### config.mk
export PLATFORM = sky130hd
export DESIGN_NAME = osc_switch_ctrl
export DESIGN_NICKNAME = d
export VERILOG_FILES = /design/src/hw/osc_ctrl_pkg.sv /design/src/hw/source_ready_mux.sv /design/src/hw/osc_switch_ctrl.sv
export SDC_FILE = /design/constraint.sdc
export NUM_CORES = 1
export LEC_CHECK = 0
export BUFFER_PORTS_ARGS = -buffer_cell sky130_fd_sc_hd__buf_2
export CORE_UTILIZATION = 43
export DETAILED_ROUTE_END_ITERATION = 8
export HOLD_SLACK_MARGIN = 0.1
export PLACE_DENSITY = 0.75
export SLEW_MARGIN = 15
export SYNTH_ARGS = -nofsm -noshare
export SYNTH_HDL_FRONTEND = slang
export SYNTH_SLANG_ARGS = --single-unit
### constraint.sdc
create_clock -name pclk -period 1.7 [get_ports pclk]
set_input_delay 0.255 -clock pclk [delete_from_list [all_inputs] [get_ports pclk]]
set_output_delay 0.255 -clock pclk [all_outputs]
set_load 0.005 [all_outputs]
### src/hw/osc_ctrl_pkg.sv
// constants shared by the oscillator switch control block
package osc_ctrl_pkg;
  // register offsets, printed offsets are not multiples of four: indices
  localparam logic [11:0] IDX_REQ_SRC_DIV  = 12'hE43;
  localparam logic [11:0] IDX_CUR_SRC_DIV  = 12'hE44;
  localparam logic [11:0] IDX_HOLD_STATUS  = 12'hE45;
  localparam logic [11:0] IDX_READY_FLAGS  = 12'hE46;
  localparam logic [11:0] IDX_MANUAL_EN    = 12'hE47;
  localparam logic [11:0] IDX_TRIM         = 12'hE48;
  localparam logic [11:0] IDX_FREQ_SEL     = 12'hE49;
  localparam int          ADDR_W           = 14;
  // field positions and oscillator count
  localparam int          SRC_LSB          = 4;
  localparam int          HOLD_BIT         = 7;
  localparam int          SPWR_BIT         = 6;
  localparam int          DONE_BIT         = 4;
  localparam int          NRDY_BIT         = 3;
  localparam int          OSC_NUM          = 6;
  // reset values and largest legal divider and frequency codes
  localparam logic [2:0]  SRC_RESET        = 3'h6;
  localparam logic [3:0]  DIV_RESET        = 4'h2;
  localparam logic [3:0]  FREQ_RESET       = 4'h2;
  localparam logic [5:0]  TRIM_RESET       = 6'h00;
  localparam logic [5:0]  EN_RESET         = 6'h00;
  localparam logic [3:0]  DIV_MAX          = 4'h9;
  localparam logic [3:0]  FREQ_MAX         = 4'h8;
  // source codes
  localparam logic [2:0]  SRC_EXT          = 3'h7;
  localparam logic [2:0]  SRC_FAST         = 3'h6;
  localparam logic [2:0]  SRC_SLOW         = 3'h5;
  localparam logic [2:0]  SRC_SEC          = 3'h4;
  localparam logic [2:0]  SRC_EXT_PLL      = 3'h2;
  // switch sequencer states
  typedef enum logic [1:0] {
    ST_IDLE = 2'b00,
    ST_WAIT = 2'b01,
    ST_HELD = 2'b11
  } switch_state_t;
endpackage

### src/hw/source_ready_mux.sv
// picks the ready indication of the requested oscillator
`timescale 1ns/1ns
module source_ready_mux (
  // request
  input  wire logic [2:0] src,
  // oscillator status
  input  wire logic       ext_ready,
  input  wire logic       fast_ready,
  input  wire logic       slow_ready,
  input  wire logic       sec_ready,
  input  wire logic       pll_ok,
  // result
  output logic            sel_ready
);
  import osc_ctrl_pkg::*;
  // reserved codes never become ready
  always_comb begin
    case (src)
      SRC_EXT:     sel_ready = ext_ready;
      SRC_FAST:    sel_ready = fast_ready;
      SRC_SLOW:    sel_ready = slow_ready;
      SRC_SEC:     sel_ready = sec_ready;
      SRC_EXT_PLL: sel_ready = pll_ok;
      default:     sel_ready = 1'b0;
    endcase
  end
endmodule // source_ready_mux

### src/hw/osc_switch_ctrl.sv
// oscillator selection, switch handshake and status registers over apb
// Functional notes
// divider code 0..9 means divide by 2**code
// after reset current fields equal requested fields
// current fields hold startup result at code start
// hold bit pauses switch and raises interrupt
// hold clear completes switch when new ready
// secondary power select drives high/low power
// switch complete reads one when current equals request
// new ready reads one only during switch
// without hold, new ready may be unseen
// per oscillator ready flags, read only
// pll ready zero unless enabled, sourced, locked
// fast internal frequency codes, above 1000 reserved
// signed six bit trim, resets to zero
// external manual enable keeps it running
// fast internal manual enable keeps it running
// medium internal manual enable keeps it running
// slow internal manual enable keeps it running
// secondary manual enable keeps it running
// converter manual enable keeps it running
// requested source codes, reserved ones listed
// reserved source write ignored entirely
// switch disallowed makes request register read only
// differing request starts switch, completion copies
// clearing hold on ready switch completes it
//
// Chosen here: register access over APB.
`timescale 1ns/1ns
module osc_switch_ctrl (
  // apb slave
  input  wire logic                             pclk,
  input  wire logic                             presetn,
  input  wire logic                             psel,
  input  wire logic                             penable,
  input  wire logic                             pwrite,
  input  wire logic [31:0]                      paddr,
  input  wire logic [31:0]                      pwdata,
  output logic      [31:0]                      prdata,
  output logic                                  pready,
  output logic                                  pslverr,
  // configuration
  input  wire logic                             switch_allow_config,
  // oscillator ready inputs, order ext fast medium slow sec conv
  input  wire logic [osc_ctrl_pkg::OSC_NUM-1:0] osc_ready_in,
  input  wire logic                             pll_enabled,
  input  wire logic                             pll_locked,
  // peripheral requests, same order
  input  wire logic [osc_ctrl_pkg::OSC_NUM-1:0] periph_request,
  // oscillator controls
  output logic      [osc_ctrl_pkg::OSC_NUM-1:0] osc_enable,
  output logic                                  secondary_high_power,
  output logic      [3:0]                       fast_internal_frequency,
  output logic      [5:0]                       fast_internal_trim_value,
  output logic      [2:0]                       current_source,
  output logic      [3:0]                       current_divider,
  output logic                                  switch_hold_irq
);
  import osc_ctrl_pkg::*;

  // request and readback state
  logic [2:0]          req_src_r;          // requested source
  logic [3:0]          req_div_r;          // requested divider
  logic [2:0]          cur_src_r;          // active source
  logic [3:0]          cur_div_r;          // active divider
  logic                hold_r;             // switch hold bit
  logic                spwr_r;             // secondary power select
  logic [OSC_NUM-1:0]  man_en_r;           // manual enables
  logic [5:0]          trim_r;             // fast internal trim
  logic [3:0]          freq_r;             // fast internal frequency
  logic [7:0]          flags_r;            // sampled ready flags
  switch_state_t       state_r;            // switch sequencer
  logic                sel_ready;          // requested osc ready
  logic                pll_ok;             // pll usable
  logic                wr_en;              // apb write strobe
  logic                rd_en;              // apb read strobe
  logic [11:0]         idx;                // register index
  logic                idx_ok;             // mapped index
  logic                switching;          // request differs

  // one wait-free access phase; index is byte address over four
  // refused addresses must not alias onto a register, so both gate on idx_ok
  assign wr_en  = psel && penable && pwrite && idx_ok;
  assign rd_en  = psel && !penable && !pwrite && idx_ok;
  assign idx    = paddr[13:2];
  assign idx_ok = (paddr[31:ADDR_W] == '0) && (paddr[1:0] == 2'b00) &&
                  (idx >= IDX_REQ_SRC_DIV) && (idx <= IDX_FREQ_SEL);
  assign switching = (req_src_r != cur_src_r) || (req_div_r != cur_div_r);

  // pll needs enable, external source ready and lock
  assign pll_ok = pll_enabled && osc_ready_in[5] && pll_locked;

  // requested-source decode used by writes and the checks
  function automatic logic src_legal(input logic [2:0] s);
    return (s == SRC_EXT) || (s == SRC_FAST) || (s == SRC_SLOW) ||
           (s == SRC_SEC) || (s == SRC_EXT_PLL);
  endfunction

  source_ready_mux u_mux (
    .src        (req_src_r),
    .ext_ready  (osc_ready_in[5]),
    .fast_ready (osc_ready_in[4]),
    .slow_ready (osc_ready_in[2]),
    .sec_ready  (osc_ready_in[1]),
    .pll_ok     (pll_ok),
    .sel_ready  (sel_ready)
  );

  // requested source and divider register
  always_ff @(posedge pclk or negedge presetn) begin
    if (!presetn) begin
      req_src_r <= SRC_RESET;
      req_div_r <= DIV_RESET;
    end else if (wr_en && idx == IDX_REQ_SRC_DIV &&
                 switch_allow_config) begin
      // reserved source code drops the whole write
      if (src_legal(pwdata[6:4]) && pwdata[3:0] <= DIV_MAX) begin
        req_src_r <= pwdata[6:4];
        req_div_r <= pwdata[3:0];
      end
    end
  end

  // switch sequencer: wait for ready, then hold or complete
  always_ff @(posedge pclk or negedge presetn) begin
    if (!presetn) begin
      state_r   <= ST_IDLE;
      cur_src_r <= SRC_RESET;
      cur_div_r <= DIV_RESET;
    end else begin
      case (state_r)
        ST_IDLE: begin
          if (switching)
            state_r <= ST_WAIT;
        end
        ST_WAIT: begin
          if (!switching)
            state_r <= ST_IDLE;
          else if (sel_ready && hold_r)
            state_r <= ST_HELD;
          else if (sel_ready) begin
            cur_src_r <= req_src_r;
            cur_div_r <= req_div_r;
            state_r   <= ST_IDLE;
          end
        end
        ST_HELD: begin
          if (!switching)
            state_r <= ST_IDLE;
          else if (!sel_ready)
            state_r <= ST_WAIT;
          else if (!hold_r) begin
            cur_src_r <= req_src_r;
            cur_div_r <= req_div_r;
            state_r   <= ST_IDLE;
          end
        end
        default: state_r <= ST_IDLE;
      endcase
    end
  end

  // hold and secondary power bits; hardware never clears hold here
  always_ff @(posedge pclk or negedge presetn) begin
    if (!presetn) begin
      hold_r <= 1'b0;
      spwr_r <= 1'b0;
    end else if (wr_en && idx == IDX_HOLD_STATUS) begin
      hold_r <= pwdata[HOLD_BIT];
      spwr_r <= pwdata[SPWR_BIT];
    end
  end

  // manual enables, trim and frequency select
  always_ff @(posedge pclk or negedge presetn) begin
    if (!presetn) begin
      man_en_r <= EN_RESET;
      trim_r   <= TRIM_RESET;
      freq_r   <= FREQ_RESET;
    end else if (wr_en) begin
      if (idx == IDX_MANUAL_EN)
        man_en_r <= pwdata[7:2];
      if (idx == IDX_TRIM)
        trim_r <= pwdata[5:0];
      // reserved frequency codes are not stored
      if (idx == IDX_FREQ_SEL && pwdata[3:0] <= FREQ_MAX)
        freq_r <= pwdata[3:0];
    end
  end

  // ready flags sampled so reads of them are registered
  always_ff @(posedge pclk or negedge presetn) begin
    if (!presetn)
      flags_r <= 8'h00;
    else
      flags_r <= {osc_ready_in, 1'b0, pll_ok};
  end

  // oscillator enables: manual or peripheral demand
  genvar g;
  generate
    for (g = 0; g < OSC_NUM; g++) begin : g_en
      always_ff @(posedge pclk or negedge presetn) begin
        if (!presetn)
          osc_enable[g] <= 1'b0;
        else
          osc_enable[g] <= man_en_r[g] | periph_request[g];
      end
    end
  endgenerate
  // bits 5..0 map ext fast medium slow sec conv

  // registered control outputs
  always_ff @(posedge pclk or negedge presetn) begin
    if (!presetn) begin
      secondary_high_power     <= 1'b0;
      fast_internal_frequency  <= FREQ_RESET;
      fast_internal_trim_value <= TRIM_RESET;
      current_source           <= SRC_RESET;
      current_divider          <= DIV_RESET;
      switch_hold_irq          <= 1'b0;
    end else begin
      secondary_high_power     <= spwr_r;
      fast_internal_frequency  <= freq_r;
      fast_internal_trim_value <= trim_r;
      current_source           <= cur_src_r;
      current_divider          <= cur_div_r;
      switch_hold_irq          <= (state_r == ST_HELD);
    end
  end

  // apb read data and error, answered in the access cycle
  always_ff @(posedge pclk or negedge presetn) begin
    if (!presetn) begin
      prdata  <= 32'h0000_0000;
      pready  <= 1'b0;
      pslverr <= 1'b0;
    end else begin
      pready  <= psel && !penable;
      pslverr <= psel && !penable && !idx_ok;
      prdata  <= 32'h0000_0000;
      if (rd_en) begin // refused addresses read as zero
        case (idx)
          IDX_REQ_SRC_DIV: prdata[6:0] <= {req_src_r, req_div_r};
          IDX_CUR_SRC_DIV: prdata[6:0] <= {cur_src_r, cur_div_r};
          // complete and new-ready are live state
          IDX_HOLD_STATUS: prdata[7:0] <= {hold_r, spwr_r, 1'b0,
                                           !switching,
                                           switching && sel_ready,
                                           3'b000};
          IDX_READY_FLAGS: prdata[7:0] <= flags_r;
          IDX_MANUAL_EN:   prdata[7:0] <= {man_en_r, 2'b00};
          IDX_TRIM:        prdata[5:0] <= trim_r;
          IDX_FREQ_SEL:    prdata[3:0] <= freq_r;
          default:         prdata      <= 32'h0000_0000;
        endcase
      end
    end
  end

  // checks, all on pclk and quiet during reset
  chk_switch_copies: assert property (
    @(posedge pclk) disable iff (!presetn)
    state_r == ST_WAIT && switching && sel_ready && !hold_r
    |=> cur_src_r == $past(req_src_r) && cur_div_r == $past(req_div_r))
    else $error("switch did not copy request");
  chk_hold_pauses: assert property (
    @(posedge pclk) disable iff (!presetn)
    state_r == ST_WAIT && switching && sel_ready && hold_r
    |=> state_r == ST_HELD ##1 switch_hold_irq)
    else $error("hold did not pause switch");
  chk_held_stable: assert property (
    @(posedge pclk) disable iff (!presetn)
    state_r == ST_HELD && hold_r |=> $stable(cur_src_r))
    else $error("current source moved while held");
  chk_release_hold: assert property (
    @(posedge pclk) disable iff (!presetn)
    state_r == ST_HELD && switching && sel_ready && !hold_r
    |=> !switching || $changed(req_src_r) || $changed(req_div_r))
    else $error("release did not complete switch");
  chk_reserved_src: assert property (
    @(posedge pclk) disable iff (!presetn)
    wr_en && idx == IDX_REQ_SRC_DIV && !src_legal(pwdata[6:4])
    |=> $stable(req_src_r) && $stable(req_div_r))
    else $error("reserved source was written");
  chk_locked_request: assert property (
    @(posedge pclk) disable iff (!presetn)
    !switch_allow_config |=> $stable(req_src_r) && $stable(req_div_r))
    else $error("request changed while locked");
  chk_enable_follow: assert property (
    @(posedge pclk) disable iff (!presetn)
    man_en_r[5] |=> osc_enable[5])
    else $error("manual enable ignored");
  chk_pll_flag: assert property (
    @(posedge pclk) disable iff (!presetn)
    !pll_enabled |=> !flags_r[0])
    else $error("pll flag set while disabled");
  chk_freq_range: assert property (
    @(posedge pclk) disable iff (!presetn)
    freq_r <= FREQ_MAX)
    else $error("frequency code reserved");
  // status bits as read back, one cycle after the setup edge
  chk_done_bit: assert property (
    @(posedge pclk) disable iff (!presetn)
    rd_en && idx == IDX_HOLD_STATUS
    |=> prdata[DONE_BIT] == ($past(req_src_r) == $past(cur_src_r) &&
                             $past(req_div_r) == $past(cur_div_r)))
    else $error("switch complete bit wrong");
  chk_newready_bit: assert property (
    @(posedge pclk) disable iff (!presetn)
    rd_en && idx == IDX_HOLD_STATUS && !switching |=> !prdata[NRDY_BIT])
    else $error("new ready set outside a switch");
  chk_divider_range: assert property (
    @(posedge pclk) disable iff (!presetn)
    req_div_r <= DIV_MAX && cur_div_r <= DIV_MAX)
    else $error("divider code reserved");
  chk_source_legal: assert property (
    @(posedge pclk) disable iff (!presetn)
    src_legal(req_src_r) && src_legal(cur_src_r))
    else $error("source code reserved");
  chk_trim_write: assert property (
    @(posedge pclk) disable iff (!presetn)
    wr_en && idx == IDX_TRIM |=> trim_r == $past(pwdata[5:0]))
    else $error("trim write lost");
  chk_power_follow: assert property (
    @(posedge pclk) disable iff (!presetn)
    spwr_r != secondary_high_power
    |=> secondary_high_power == $past(spwr_r))
    else $error("power select not applied");
  chk_flags_follow: assert property (
    @(posedge pclk) disable iff (!presetn)
    flags_r[7:2] != osc_ready_in |=> flags_r[7:2] == $past(osc_ready_in))
    else $error("ready flags not sampled");
  chk_idle_no_irq: assert property (
    @(posedge pclk) disable iff (!presetn)
    state_r == ST_IDLE |=> !switch_hold_irq)
    else $error("hold interrupt without a held switch");
  chk_freq_reserved: assert property (
    @(posedge pclk) disable iff (!presetn)
    wr_en && idx == IDX_FREQ_SEL && pwdata[3:0] > FREQ_MAX
    |=> $stable(freq_r))
    else $error("reserved frequency code stored");
  chk_enable_demand: assert property (
    @(posedge pclk) disable iff (!presetn)
    periph_request[4] |=> osc_enable[4])
    else $error("peripheral demand ignored");
  chk_wait_no_copy: assert property (
    @(posedge pclk) disable iff (!presetn)
    state_r == ST_WAIT && !sel_ready
    |=> $stable(cur_src_r) && $stable(cur_div_r))
    else $error("switch completed before ready");
endmodule // osc_switch_ctrl

==> impl_metrics.ini <==
[timing]
worstMarginPinSlew_ps = 602
setup_ws_ps = -149
hold_viol = 0
rsz0062_at_grt = true
setup_viol = 18
period_share_pct = 109
skew_ps = 5.06
fmax_mhz = 541
slew_viol_final = 0
maxSlewHeadroom_pct = 59.9
layout_min_cycle_time_ps = 1850

[clock_tree]
cts_tree = done
clk_path_buf_depth = 2
numCtsBuffers = 9
clk_pin_slew_ps = 80
clock_sinks = 76
root_buffer = clkbuf_8
cts_max_level = 3
clock_latency_ps = 350

[cells_and_area]
layout-drive-gt1-share_pct = 57.0
antenna_cells = 0
layout.cells.most_common = buf_2
nFillCells = 542
final_util_pct = 64.4
final_cell_mix = buf_2, dfrtp_1, buf_4
area_delta_synth_final_pct = 42.8
nets = 502

[critical_path]
start_kind = flop
crit_fanout = 5
crit_type = reg2reg
arrival_ps = 2090
endpoint_kind = flop
critPathRequiredTime_ps = 1940

[die]
io_pins = 143
coreArea_um2 = 7330
rows = 31
start_util_pct = 45.1
die_w_um = 89.7
die_y_um = 89.7
dieArea_um2 = 8050

[detailed_routing]
drt-initial-drc-count = 166
routed_wl_mm = 8.55
vias = 2586
avgViaCountPerCell = 4.95
wl_per_cell_um = 16.4
antenna_left = 0
dr.pass1.iters = 5
drc = 0

[grt]
grt_pass1_vias = 2588
grt_max_degree = 45
grt_pass1_wl_mm = 12.8
antenna_found_initial = 0
grt_overflow = 0
track_usage_pct = 22.3

[logic_synthesis]
synthDistinctLibCells = 43
postSynthAreaPerCell_um2 = 13.1
synth_edf_count = 0
synth_seq_cells = 76
synth_cells = 253
ys_async_sr_fraction_pct = 100
synth_seq_area_share_pct = 57.9
ys.warnings.count = 0
syn-cell-area_um2 = 3310
yosys_most_used_dff = dfrtp_1

[placement]
numPortBuffers = 94
post-place-ws_ps = -346
gp_congestion = 0.901
dp.final_hpwl_mm = 5.93

[status]
status = finished, violations left
violations = negative setup slack

[pwr]
cellLeakagePower_nw = 2.37
powerDensity_nw_per_um2 = 766
peakVddDrop_uv = 532

[worst_hold_path]
worstHoldPathType = in2reg

[job]
maxCapViolCount = 0
power breakdown:
group	internal [mW]	total, mW	switching, mW
sequential	1.83	1.83	0.00487
combinational	0.135	0.278	0.142
clock	0.859	1.51	0.649
total	2.82	3.62	0.796
routing by layer:
layer / track usage [%] / share of wire [%] / vias up
li1: - / - / 1197
met3: 5.58 / 6.7 / 28
met2: 35.7 / 48 / 108
met5: 0 / 0 / -
met1: 27.9 / 42 / 1253
met4: 12.1 / 3.1 / 0
stage by stage:
| stage | power, mW | setup TNS, ps | hold slack (ps) | cells | area (um^2) |
|---|---|---|---|---|---|
| 2_1_floorplan | 1.97 | -1400 | -40.6 | 276 | 3400 |
| 3_3_place_gp | 2.09 | -7050 | 291 | 482 | 4130 |
| 3_5_place_dp | 2.10 | -8720 | 298 | 482 | 4130 |
| 4_1_cts | 3.61 | -691 | 140 | 519 | 4610 |
| 5_1_grt | 3.73 | -2820 | 149 | 522 | 4720 |
| 6_report | 3.62 | -1680 | 144 | 522 | 4720 |
worst paths after layout:
| check | from | to | slack [ps] | cells past startpoint |
|---|---|---|---|---|
| worst min register to register | freq_r[1]$_DFFE_PN1P_ | fast_internal_frequency[1]$_DFF_PN1_ | 380 | 0 |
| worst max-delay path | req_src_r[2]$_DFFE_PN1P_ | cur_div_r[0]$_DFFE_PN0P_ | -150 | 6 |
| worst min-delay path | pwdata[7] | man_en_r[5]$_DFFE_PN0P_ | 140 | 2 |
| worst max register to register | req_src_r[2]$_DFFE_PN1P_ | cur_div_r[0]$_DFFE_PN0P_ | -150 | 6 |
| max in group asynchronous | presetn | current_divider[1]$_DFF_PN1_ | 660 | 3 |
| min in group asynchronous | presetn | fast_internal_frequency[0]$_DFF_PN0_ | 460 | 2 |
area by class of cell:
type	count	area, um^2	share of cell area [%]
sequential	76	1920	40.6
multi-input combinational	171	1400	29.7
timing repair buffer	160	1060	22.5
clock buffer	11	141	2.99
tap	99	124	2.62
clock inverter	5	75.1	1.59
worst max-delay path: stages (launching register included):
cell	delay [ps]
dfstp_2	650
xnor2_2	90
nand4_1	140
nor4_4	60
nor4b_4	280
buf_4	190
mux2_2	330
cell usage after synthesis, types with 2 or more instances:
master	count	area [um^2]
buf_2	2	10.0
dfstp_2	11	289
xor2_1	3	26.3
nand2_1	11	41.3
nand4_1	5	31.3
xnor2_1	4	35.0
a22oi_1	3	22.5
mux2i_1	4	40.0
dfrtp_1	65	1630
nor4_1	6	37.5
nor2_1	7	26.3
nor4_4	2	42.5
a222oi_1	2	20.0
nand3b_1	4	30.0
nor2b_1	4	25.0
mux2_2	37	417
nor3b_1	3	22.5
clkbuf_1	2	7.51
a31oi_1	2	12.5
nor3_1	4	20.0
and4bb_2	2	25.0
and3_1	2	12.5
o21ai_0	7	35.0
or2_2	7	43.8
buf_4	24	180
nand3_1	6	30.0
a21oi_1	8	40.0
flip-flops by register name, summed over array words and instances (netlist names), 2 cells and up:
signal	count
trim_r	6
man_en_r	6
cur_div_r	4
fast_internal_trim_value	6
current_divider	4
cur_src_r	3
osc_enable	6
state_r	2
req_div_r	4
prdata	8
flags_r	7
freq_r	4
current_source	3
req_src_r	3
fast_internal_frequency	4
cells by family after synthesis:
logic type	share of synthesized area [%]
other	0.113
flip-flops	57.9
multiplexers	14.5
buffers and inverters	6.32
XOR/XNOR	1.85
AO/OA/AOI/OAI	5.34
AND/OR/NAND/NOR	14.0
repair_timing:
action | in CTS | in global routing
setup endpoints to repair | 12 | 28
gates resized for setup | 11 | 15
hold buffers | 14 | 0
pin swaps | 6 | 7
buffers inserted | 8 | 3
gates cloned | 0 | 0
endpoints found under the hold margin | 46 | 0
Power figures use the tool's default switching activity.
